$ cat src/frs_pkg.sv
// frs_pkg: constants for the converter fault and restart supervisor
// assumes: a single 50 MHz clock; every count is in cycles of that clock
`default_nettype none

package frs_pkg;

   // ---------------------------------------------------------------
   // clock and times
   // ---------------------------------------------------------------
   localparam int CLOCK_HZ        = 50_000_000;
   localparam int LINE_FILTER_MS  = 50;
   localparam int OCP_TIMER_MS    = 15;
   localparam int AUTOREC_S       = 1;
   localparam int FAULT_FILTER_US = 10;
   localparam int FAULT_CONFIRM   = 4;

   localparam int LINE_FILTER_CYC = CLOCK_HZ / 1000 * LINE_FILTER_MS;
   localparam int OCP_TIMER_CYC   = CLOCK_HZ / 1000 * OCP_TIMER_MS;
   localparam int AUTOREC_CYC     = CLOCK_HZ * AUTOREC_S;
   localparam int FAULT_FILTER_CYC = CLOCK_HZ / 1_000_000 * FAULT_FILTER_US;

   // ---------------------------------------------------------------
   // counter widths and soft-start divide
   // ---------------------------------------------------------------
   localparam int LINE_CNT_W  = 22;
   localparam int OCP_CNT_W   = 20;
   localparam int AR_CNT_W    = 26;
   localparam int FLT_CNT_W   = 9;
   localparam int CONF_CNT_W  = 3;
   localparam int LEVEL_W     = 10;
   localparam int SS_DIV_SHIFT = 2;   // divide by four
   localparam int FLAG_COUNT  = 13;

   // ---------------------------------------------------------------
   // register port
   // ---------------------------------------------------------------
   localparam logic [3:0] CTRL_ADDR   = 4'h0;
   localparam logic [3:0] STATUS_ADDR = 4'h4;
   localparam int CTRL_AUTO_BIT  = 0;
   localparam int CTRL_OFF_BIT   = 1;
   localparam logic CTRL_OFF_RESET = 1'b0;

   // ---------------------------------------------------------------
   // sequencer states, one-hot
   // ---------------------------------------------------------------
   typedef enum logic [4:0] {
      ST_WAIT    = 5'h01,
      ST_RUN     = 5'h02,
      ST_HICCUP  = 5'h04,
      ST_LATCHED = 5'h08,
      ST_BROWN   = 5'h10
   } frs_state_t;

endpackage

`default_nettype wire

$ cat src/frs_supervisor.sv
// frs_supervisor: protection and restart sequencer of the converter
// assumes: comparator flags are asynchronous levels; level buses are
// sampled codes synchronous to clock; register port master never waits
//
// Our own choices: the strobed register port and the register addresses.
`default_nettype none

// ------------------------------------------------------------------
// Function
// brown-out stops gate pulses; no restart until line is acceptable
// line recovery issues general reset clearing latches, then allows restart
// restart on rising supply start crossing, or at once if already above
// brown-out declared only after line stays low for the filter time
// start-up source on at start, off after; self-supply re-enables on dips
// frequency jitter enabled only at high line
// soft-start at every start-up, hiccup retry and after brown-out
// feedback below skip forces zero duty, pulses resume when it clears
// fault pin overvoltage latches off; only general reset releases it
// fault pin below lower threshold disables pulsing
// supply overvoltage stops pulses at once and enters auto-recovery
// peak limit raises overload flag; overcurrent timer runs while set
// validated overload: auto variant stops pulses, hiccups with soft-start
// hiccup keeps pulses off for the off time before the next retry
// build option selects hiccup recovery or latch-off on overload
// start-up source reduced below short-detect level, full above it
// soft-start setpoint is node over four while below feedback
// soft-start node grounded after any fault and during brown-out; here only outside ST_RUN, so an unlatched fault pin low leaves it released
// overload validated only after flag held for the overcurrent time
// during off timer, supply start crossings are ignored
// fault pin latches after filter time then four confirming cycles
// line low at first minimum-level crossing disables line functions
// comparator flags synchronised; all timers count the clock
// reset clears latches, gate off, soft-start grounded, source on
// ------------------------------------------------------------------

module frs_supervisor #(
   parameter int  LINE_FILTER_CYCLES = frs_pkg::LINE_FILTER_CYC,
   parameter int  OCP_TIMER_CYCLES   = frs_pkg::OCP_TIMER_CYC,
   parameter int  AUTOREC_CYCLES     = frs_pkg::AUTOREC_CYC,
   parameter logic AUTO_RECOVER      = 1'b1
) (
   // clock and reset
   input  wire logic        clock,
   input  wire logic        rst_n,
   // line sense comparators
   input  wire logic        line_above_turnon,
   input  wire logic        line_below_turnoff,
   input  wire logic        line_below_enable,
   input  wire logic        line_high,
   // supply comparators
   input  wire logic        supply_above_start,
   input  wire logic        supply_above_short_detect,
   input  wire logic        supply_above_minimum,
   input  wire logic        supply_above_stop,
   input  wire logic        supply_above_over,
   // fault pin, current and feedback comparators
   input  wire logic        fault_pin_above_upper,
   input  wire logic        fault_pin_below_lower,
   input  wire logic        peak_limit_reached,
   input  wire logic        feedback_below_skip,
   // sampled levels for soft-start setpoint
   input  wire logic [9:0]  soft_start_level,
   input  wire logic [9:0]  feedback_level,
   input  wire logic [9:0]  current_sense_level,
   // register port
   input  wire logic [3:0]  reg_addr,
   input  wire logic [31:0] reg_wdata,
   input  wire logic        reg_write,
   input  wire logic        reg_read,
   output logic      [31:0] reg_rdata,
   // power stage controls
   output logic             gate_enable,
   output logic             on_time_stop,
   output logic             hv_source_enable,
   output logic             hv_full_current,
   output logic             soft_start_discharge,
   output logic             jitter_enable
);

   // ---------------------------------------------------------------
   // flag synchronisers
   // ---------------------------------------------------------------
   logic [frs_pkg::FLAG_COUNT-1:0] flags_sync;
   logic s_line_ok, s_line_low, s_line_en_low, s_line_high;
   logic s_start, s_short, s_min, s_stop, s_over;
   logic s_flt_high, s_flt_low, s_peak, s_skip;

   frs_sync #(
      .WIDTH (frs_pkg::FLAG_COUNT)
   ) u_sync (
      .clock    (clock),
      .rst_n    (rst_n),
      .async_in ({line_above_turnon, line_below_turnoff,
                  line_below_enable, line_high, supply_above_start,
                  supply_above_short_detect, supply_above_minimum,
                  supply_above_stop, supply_above_over,
                  fault_pin_above_upper, fault_pin_below_lower,
                  peak_limit_reached, feedback_below_skip}),
      .sync_out (flags_sync)
   );

   assign {s_line_ok, s_line_low, s_line_en_low, s_line_high, s_start,
           s_short, s_min, s_stop, s_over, s_flt_high, s_flt_low,
           s_peak, s_skip} = flags_sync;

   // ---------------------------------------------------------------
   // state
   // ---------------------------------------------------------------
   typedef struct packed {
      frs_pkg::frs_state_t               state;
      logic                              start_prev;
      logic                              min_prev;
      logic                              start_now;
      logic                              line_armed;
      logic                              line_off;
      logic                              brown;
      logic [frs_pkg::LINE_CNT_W-1:0]    line_cnt;
      logic [frs_pkg::FLT_CNT_W-1:0]     flt_cnt;
      logic [frs_pkg::CONF_CNT_W-1:0]    conf_cnt;
      logic                              flt_latched;
      logic                              overload;
      logic [frs_pkg::OCP_CNT_W-1:0]     ocp_cnt;
      logic [frs_pkg::AR_CNT_W-1:0]      ar_cnt;
      logic                              auto_mode;
      logic                              sw_off;
      logic                              gate;
      logic                              on_stop;
      logic                              hv_en;
      logic                              hv_full;
      logic                              ss_dis;
      logic                              jitter;
      logic [31:0]                       rdata;
   } frs_sup_t;

   frs_sup_t q;
   frs_sup_t next_q;

   logic start_edge;
   logic gen_reset;
   logic brown_fire;
   logic fault_any;
   logic ocp_done;
   logic ar_done;

   assign start_edge = s_start && !q.start_prev;
   assign gen_reset  = q.brown && s_line_ok;
   assign brown_fire = !q.brown && !q.line_off && s_line_low
      && (q.line_cnt == frs_pkg::LINE_CNT_W'(LINE_FILTER_CYCLES - 1));
   assign fault_any  = s_flt_high || s_flt_low;
   assign ocp_done   = q.overload
      && (q.ocp_cnt == frs_pkg::OCP_CNT_W'(OCP_TIMER_CYCLES - 1));
   assign ar_done    =
      (q.ar_cnt == frs_pkg::AR_CNT_W'(AUTOREC_CYCLES - 1));

   // ---------------------------------------------------------------
   // next state
   // ---------------------------------------------------------------
   always_comb begin
      next_q = q;
      next_q.start_prev = s_start;
      next_q.min_prev   = s_min;

      // line sense enable caught once per power-on
      if (q.line_armed && s_min && !q.min_prev) begin
         next_q.line_armed = 1'b0;
         next_q.line_off   = s_line_en_low;
      end

      // brown-out filter; a single high sample restarts it
      if (!q.brown && !q.line_off && s_line_low) begin
         next_q.line_cnt = q.line_cnt + 1'b1;
      end else begin
         next_q.line_cnt = '0;
      end
      if (brown_fire) begin
         next_q.brown = 1'b1;
      end

      // fault pin: filter, then consecutive confirmation
      if (!fault_any) begin
         next_q.flt_cnt  = '0;
         next_q.conf_cnt = '0;
      end else if (q.flt_cnt !=
                   frs_pkg::FLT_CNT_W'(frs_pkg::FAULT_FILTER_CYC)) begin
         next_q.flt_cnt = q.flt_cnt + 1'b1;
      end else if (q.conf_cnt !=
                   frs_pkg::CONF_CNT_W'(frs_pkg::FAULT_CONFIRM - 1)) begin
         next_q.conf_cnt = q.conf_cnt + 1'b1;
      end else begin
         next_q.flt_latched = 1'b1;
      end

      // overload flag and overcurrent timer
      next_q.overload = s_peak && (q.state == frs_pkg::ST_RUN);
      if (q.overload && !ocp_done) begin
         next_q.ocp_cnt = q.ocp_cnt + 1'b1;
      end else begin
         next_q.ocp_cnt = '0;
      end

      // sequencer
      if (brown_fire) begin
         next_q.state = frs_pkg::ST_BROWN;
      end else begin
         case (q.state)
            frs_pkg::ST_WAIT: begin
               if (q.flt_latched) begin
                  next_q.state = frs_pkg::ST_LATCHED;
               end else if ((start_edge || q.start_now) && !q.sw_off) begin
                  next_q.state     = frs_pkg::ST_RUN;
                  next_q.start_now = 1'b0;
               end
            end
            frs_pkg::ST_RUN: begin
               if (q.flt_latched) begin
                  next_q.state = frs_pkg::ST_LATCHED;
               end else if (s_over) begin
                  next_q.state = frs_pkg::ST_HICCUP;
               end else if (ocp_done) begin
                  next_q.state = q.auto_mode ? frs_pkg::ST_HICCUP
                                             : frs_pkg::ST_LATCHED;
               end else if (!s_stop || q.sw_off) begin
                  next_q.state = frs_pkg::ST_WAIT;
               end
            end
            frs_pkg::ST_HICCUP: begin
               // start crossings are not looked at here
               if (q.flt_latched) begin
                  next_q.state = frs_pkg::ST_LATCHED;
               end else if (ar_done) begin
                  next_q.state = frs_pkg::ST_WAIT;
               end
            end
            frs_pkg::ST_BROWN: begin
               if (gen_reset) begin
                  next_q.state     = frs_pkg::ST_WAIT;
                  next_q.start_now = s_start;
               end
            end
            frs_pkg::ST_LATCHED: begin
               next_q.state = frs_pkg::ST_LATCHED;
            end
            default: begin
               next_q.state = frs_pkg::ST_WAIT;
            end
         endcase
      end

      // off timer runs only inside hiccup
      if (q.state == frs_pkg::ST_HICCUP && !ar_done) begin
         next_q.ar_cnt = q.ar_cnt + 1'b1;
      end else begin
         next_q.ar_cnt = '0;
      end

      // general reset releases every latched fault
      if (gen_reset) begin
         next_q.brown       = 1'b0;
         next_q.flt_latched = 1'b0;
         next_q.flt_cnt     = '0;
         next_q.conf_cnt    = '0;
         next_q.ocp_cnt     = '0;
         next_q.ar_cnt      = '0;
      end

      // start-up source with self-supply hysteresis
      if (!s_min) begin
         next_q.hv_en = 1'b1;
      end else if (s_start) begin
         next_q.hv_en = 1'b0;
      end
      next_q.hv_full = s_short;

      // pulse permission and soft-start node
      next_q.gate = (next_q.state == frs_pkg::ST_RUN) && !s_skip
         && !s_over && !s_flt_low && !brown_fire;
      next_q.ss_dis = (next_q.state != frs_pkg::ST_RUN);
      next_q.on_stop = (q.state == frs_pkg::ST_RUN)
         && (soft_start_level < feedback_level)
         && (current_sense_level >
             (soft_start_level >> frs_pkg::SS_DIV_SHIFT));
      next_q.jitter = s_line_high && !q.line_off;

      // register port; read data valid the cycle after the strobe
      next_q.rdata = '0;
      if (reg_write && reg_addr == frs_pkg::CTRL_ADDR) begin
         next_q.auto_mode = reg_wdata[frs_pkg::CTRL_AUTO_BIT];
         next_q.sw_off    = reg_wdata[frs_pkg::CTRL_OFF_BIT];
      end
      if (reg_read) begin
         if (reg_addr == frs_pkg::CTRL_ADDR) begin
            next_q.rdata = {30'h0, q.sw_off, q.auto_mode};
         end else if (reg_addr == frs_pkg::STATUS_ADDR) begin
            next_q.rdata = {22'h0, q.line_off, q.flt_latched,
                            q.overload, q.brown, 1'b0, q.state};
         end
      end
   end

   // ---------------------------------------------------------------
   // registers
   // ---------------------------------------------------------------
   always_ff @(posedge clock or negedge rst_n) begin
      if (!rst_n) begin
         q             <= '0;
         q.state       <= frs_pkg::ST_WAIT;
         q.line_armed  <= 1'b1;
         q.hv_en       <= 1'b1;
         q.ss_dis      <= 1'b1;
         q.auto_mode   <= AUTO_RECOVER;
         q.sw_off      <= frs_pkg::CTRL_OFF_RESET;
      end else begin
         q <= next_q;
      end
   end

   assign gate_enable          = q.gate;
   assign on_time_stop         = q.on_stop;
   assign hv_source_enable     = q.hv_en;
   assign hv_full_current      = q.hv_full;
   assign soft_start_discharge = q.ss_dis;
   assign jitter_enable        = q.jitter;
   assign reg_rdata            = q.rdata;
endmodule // frs_supervisor

`default_nettype wire

$ cat src/frs_sync.sv
// frs_sync: two-flop synchroniser for a vector of independent flags
// assumes: each bit is a slow level; bits need not be coherent
`default_nettype none

module frs_sync #(
   parameter int WIDTH = 1
) (
   // clock and reset
   input  wire logic             clock,
   input  wire logic             rst_n,
   // flags
   input  wire logic [WIDTH-1:0] async_in,
   output logic      [WIDTH-1:0] sync_out
);

   typedef struct packed {
      logic [WIDTH-1:0] first;
      logic [WIDTH-1:0] second;
   } frs_sync_t;

   frs_sync_t q;
   frs_sync_t next_q;

   always_comb begin
      next_q.first  = async_in;
      next_q.second = q.first;
   end

   always_ff @(posedge clock or negedge rst_n) begin
      if (!rst_n) begin
         q <= '0;
      end else begin
         q <= next_q;
      end
   end

   assign sync_out = q.second;

endmodule // frs_sync

`default_nettype wire

$ cat config.mk
export PLATFORM = sky130hd
export DESIGN_NAME = frs_supervisor
export DESIGN_NICKNAME = d
export VERILOG_FILES = /design/src/frs_pkg.sv /design/src/frs_supervisor.sv /design/src/frs_sync.sv
export SDC_FILE = /design/constraint.sdc
export NUM_CORES = 1
export LEC_CHECK = 0
export ABC_AREA = 1
export BUFFER_PORTS_ARGS = -buffer_cell sky130_fd_sc_hd__buf_2
export CAP_MARGIN = 20
export CORE_ASPECT_RATIO = 1.5
export CORE_UTILIZATION = 25
export DETAILED_ROUTE_END_ITERATION = 6
export HOLD_SLACK_MARGIN = 0.03
export PLACE_DENSITY = 0.41
export SLEW_MARGIN = 20
export SYNTH_ARGS = -nofsm -noshare
export SYNTH_HDL_FRONTEND = slang
export SYNTH_SLANG_ARGS = --single-unit
$ cat constraint.sdc
create_clock -name clock -period 1.8 [get_ports clock]
set_input_delay 0.09 -clock clock [delete_from_list [all_inputs] [get_ports clock]]
set_output_delay 0.09 -clock clock [all_outputs]
set_load 0.03 [all_outputs]
==> summary.txt <==
Global route
  – Gr usage total: 12.65%
  – Grt ovf: 0
  – Global-route wire length before repair: 28120 um
  – Largest net degree at the start of global routing: 45
  – Vias in the first global route: 5719
  – Initial antenna violation count: 0

Timing
  – Hold Violations, Final: 0
  – Setup-failing EPs final: 0
  – Setup tns final: 0 ns
  – Final WS setup: 0.1238 ns
  – Final min period: 1.676 ns
  – Fin crit share: 93.12%
  – Slew Limit Fails: 0
  – Max Clock Freq: 596.6 MHz
  – Worst Skew: 0.008666 ns

Finish
  – Final core utilization: 31.95%
  – Fillers: 2940
  – Fin cells: 1327
  – Area grow syn2layout: 26.08%
  – N_diodes: 0
  – Nets@finish: 1075
  – Layout cells sized above 1: 20.18%

Worst setup path
  – Crit-path max cell delay: 0.42 ns
  – Crit path capture type: flip-flop
  – Worst Path Buf+Inv: 0
  – Critical path class: reg -> reg
  – Worst-path maximum fanout: 4
  – Reg2reg start: q[100]
  – Worst EP arrival: 2.00 ns
  – FF-to-FF path depth: 10
  – Crit-path most repeated cell: nor2_4
  – CP max-delay cell: dfrtp_1
  – Reg2reg end: q[118]
  – Worst path top cell family by delay: simple AND/OR/NAND/NOR gates
  – Worst R2R Setup Slack: 0.12 ns
  – CP Data Required Time: 2.13 ns
  – CP Cell Sequence: ha_4 -> nand2_2 -> nor2_4 -> nand2_4 -> nor2_4 -> nand3_4 -> nor2_8 -> nand4_4 -> o21ai_2 -> nor2_1
  – Critical Path Source Type: flip-flop

Detailed routing
  – Iteration-0 DRC Markers: 290
  – Via count: 5655
  – Drt first pass iters: 7
  – Final wirelength: 16990 um
  – Routed Antenna Nets: 0
  – Vias per cell: 4.261
  – Routed WL per cell: 12.80 um
  – Drt drc: 7

Clocking
  – Worst-path clk slew: 0.06 ns
  – Clock Latency Late Sink: 0.44 ns
  – CTS max path bufs: 2
  – CTS Buf Count: 17
  – CTS Sinks: 136
  – TritonCTS clock tree: yes
  – Max H-tree Level: 4
  – Root Buffer: clkbuf_16

Place
  – Setup WS pre-CTS: 0.04418 ns
  – HPWL after DPL: 12980 um
  – Port bufs: 67
  – Dpl cells: 1262
  – Gp weighted congestion: 0.7987

Outcome
  – Failing checks: design-rule violations
  – Status: finished with violations

Flow run
  – Maxcap violations: 0

Synth
  – Cell Area, Synth: 7063 um^2
  – Main synth FF type: dfrtp_1
  – Post-synth ARST share: 100.0%
  – Post-Syn Instances: 829
  – Synth Warn #: 0
  – Post-synthesis sequential area ratio: 48.27%
  – Yosys reg bits: 136
  – Yosys cell types: 46
  – Mapped Avg Cell Area: 8.520 um^2
  – Number of flops mapped to enable cells by yosys: 0

Floorplan
  – Die X-Extent: 139.2 um
  – Die area: 28940 um^2
  – Num rows: 75
  – IO Count: 121
  – Core area: 27870 um^2
  – Initial Utilization: 25.34%
  – Die height: 207.9 um

Pwr
  – Lkg Pwr: 4.107 nW
  – Total power: 7.432 mW
  – PwrDens: 834.6 nW/um^2
  – Worst VDD drop: 589.7 uV

Min path
  – Worst Hold Depth: 5
  – Min-Delay Path Class: in -> reg
  – Hold_sp: soft_start_level[8]
  – Min-Delay Endpoint: on_time_stop
-- final cells by class --
cell class                      count  area (um^2)  area share, %
Clock inverter                      8        123.9          1.391
Inverter                          131        491.7          5.522
Clock buffer                       24        451.7          5.072
Multi-Input combinational cell    548         3040          34.14
Timing Repair Buffer              134        954.7          10.72
Sequential cell                   136         3410          38.29
Tap cell                          346        432.9          4.862
-- Yosys cell counts (2+ instances only) --
cell | number | area [um^2]
a211oi_1 | 4 | 30.03
a21oi_1 | 34 | 170.2
a31oi_1 | 5 | 31.28
buf_2 | 2 | 10.01
buf_4 | 32 | 240.2
dfrtp_1 | 131 | 3278
dfstp_2 | 5 | 131.4
ha_1 | 24 | 300.3
inv_1 | 119 | 446.7
inv_2 | 12 | 45.04
nand2_1 | 134 | 503.0
nand2_2 | 2 | 12.51
nand3_1 | 27 | 135.1
nand3_2 | 7 | 70.07
nand4_1 | 26 | 162.7
nor2_1 | 110 | 412.9
nor2_2 | 7 | 43.79
nor2_4 | 4 | 45.04
nor3_1 | 52 | 260.3
nor3_2 | 6 | 60.06
nor3b_1 | 2 | 15.01
nor4_1 | 5 | 31.28
o211ai_1 | 3 | 22.52
o21ai_0 | 20 | 100.1
o21ai_1 | 4 | 20.02
or2_2 | 2 | 12.51
xnor2_1 | 7 | 61.31
xor2_1 | 25 | 219.0
-- registers in the layout, summed over array words and instances (netlist names) --
| register | flops |
|---|---|
| on_time_stop | 1 |
| hv_full_current | 1 |
| q | 95 |
| u_sync.next_q | 13 |
| gate_enable | 1 |
| u_sync.sync_out | 13 |
| jitter_enable | 1 |
| hv_source_enable | 1 |
| reg_rdata | 9 |
| soft_start_discharge | 1 |
-- layer usage --
| metal | vias up | part of all wire, % | GRT usage (%) | routed length [um] |
|---|---|---|---|---|
| li1 | 2882 | - | - | - |
| met1 | 2650 | 43 | 14.25 | 7287 |
| met2 | 104 | 52 | 22.49 | 8813 |
| met3 | 19 | 3.1 | 2.953 | 520 |
| met4 | 0 | 2.1 | 5.632 | 364 |
| met5 | - | 0 | 0 | 0 |
-- power by group --
part | internal [mW] | total (mW) | switching (mW)
Clock | 2.17 | 3.48 | 1.31
Sequential | 3.17 | 3.25 | 0.0744
Combinational | 0.264 | 0.700 | 0.435
-- how the worst max path moves through the flow --
stage | cells past startpoint | start | endpoint | slack, ns
after CTS | 10 | q[100] | q[118] | 0.03
final | 10 | q[100] | q[118] | 0.12
after detailed placement | 10 | q[100] | q[118] | 0.04
after floorplan | 10 | q[100] | q[118] | 0.21
after global routing | 10 | q[100] | q[118] | -0.01
after global placement | 10 | q[100] | q[118] | 0.08
-- metrics by stage --
step                      hold slack [ns]  area [um^2]
after global routing              0.08682         8905
after floorplan                   -0.2056         7146
after CTS                         0.05075         8776
after detailed placement          0.02600         7960
final                             0.06206         8905
after global placement            0.02353         7960
-- worst min-delay path, delay by kind of cell --
kind,cells,cell delay (ns)
buffers and inverters,2,0.14
adders and majority gates,1,0.12
AOI/OAI and AO/OA,1,0.06
and+or+nand+nor,1,0.04
-- placed cells by master (no fill, tap or decap), types with 5 or more instances in the layout --
cell type        n
nand2_1        132
dfrtp_1        131
inv_1          119
nor2_1         110
buf_2           66
nor3_1          50
buf_4           39
a21oi_1         34
nand3_1         27
nand4_1         26
xor2_1          25
dlygate4sd3_1   24
conb_1          23
ha_1            21
o21ai_0         20
clkbuf_16       17
inv_2           12
nor3_2           8
xnor2_1          7
clkbuf_1         7
nand3_2          6
nor2_4           6
nor2_2           5
a31oi_1          5
dfstp_2          5
-- repair_timing --
item / 4_1_cts / 5_1_grt
buffers inserted: 0 / 9
gates resized for setup: 0 / 13
hold buffers: 24 / 0
endpoints found under the setup margin: 0 / 31
hold endpoints to repair: 150 / 0
-- logic make-up (layout without fill, tap and decap cells) --
logic type,after synthesis,after routing,synth area share (%)
AOI/OAI and AO/OA,74,74,5.793
adders and majority gates,24,24,4.252
buffers and inverters,167,297,10.72
DFF,136,136,48.27
and+or+nand+nor,394,394,26.78
other,1,23,0.05309
xor gates and xnor gates,32,32,3.968
muxes,1,1,0.1594
(Power assumes the default switching activity.)
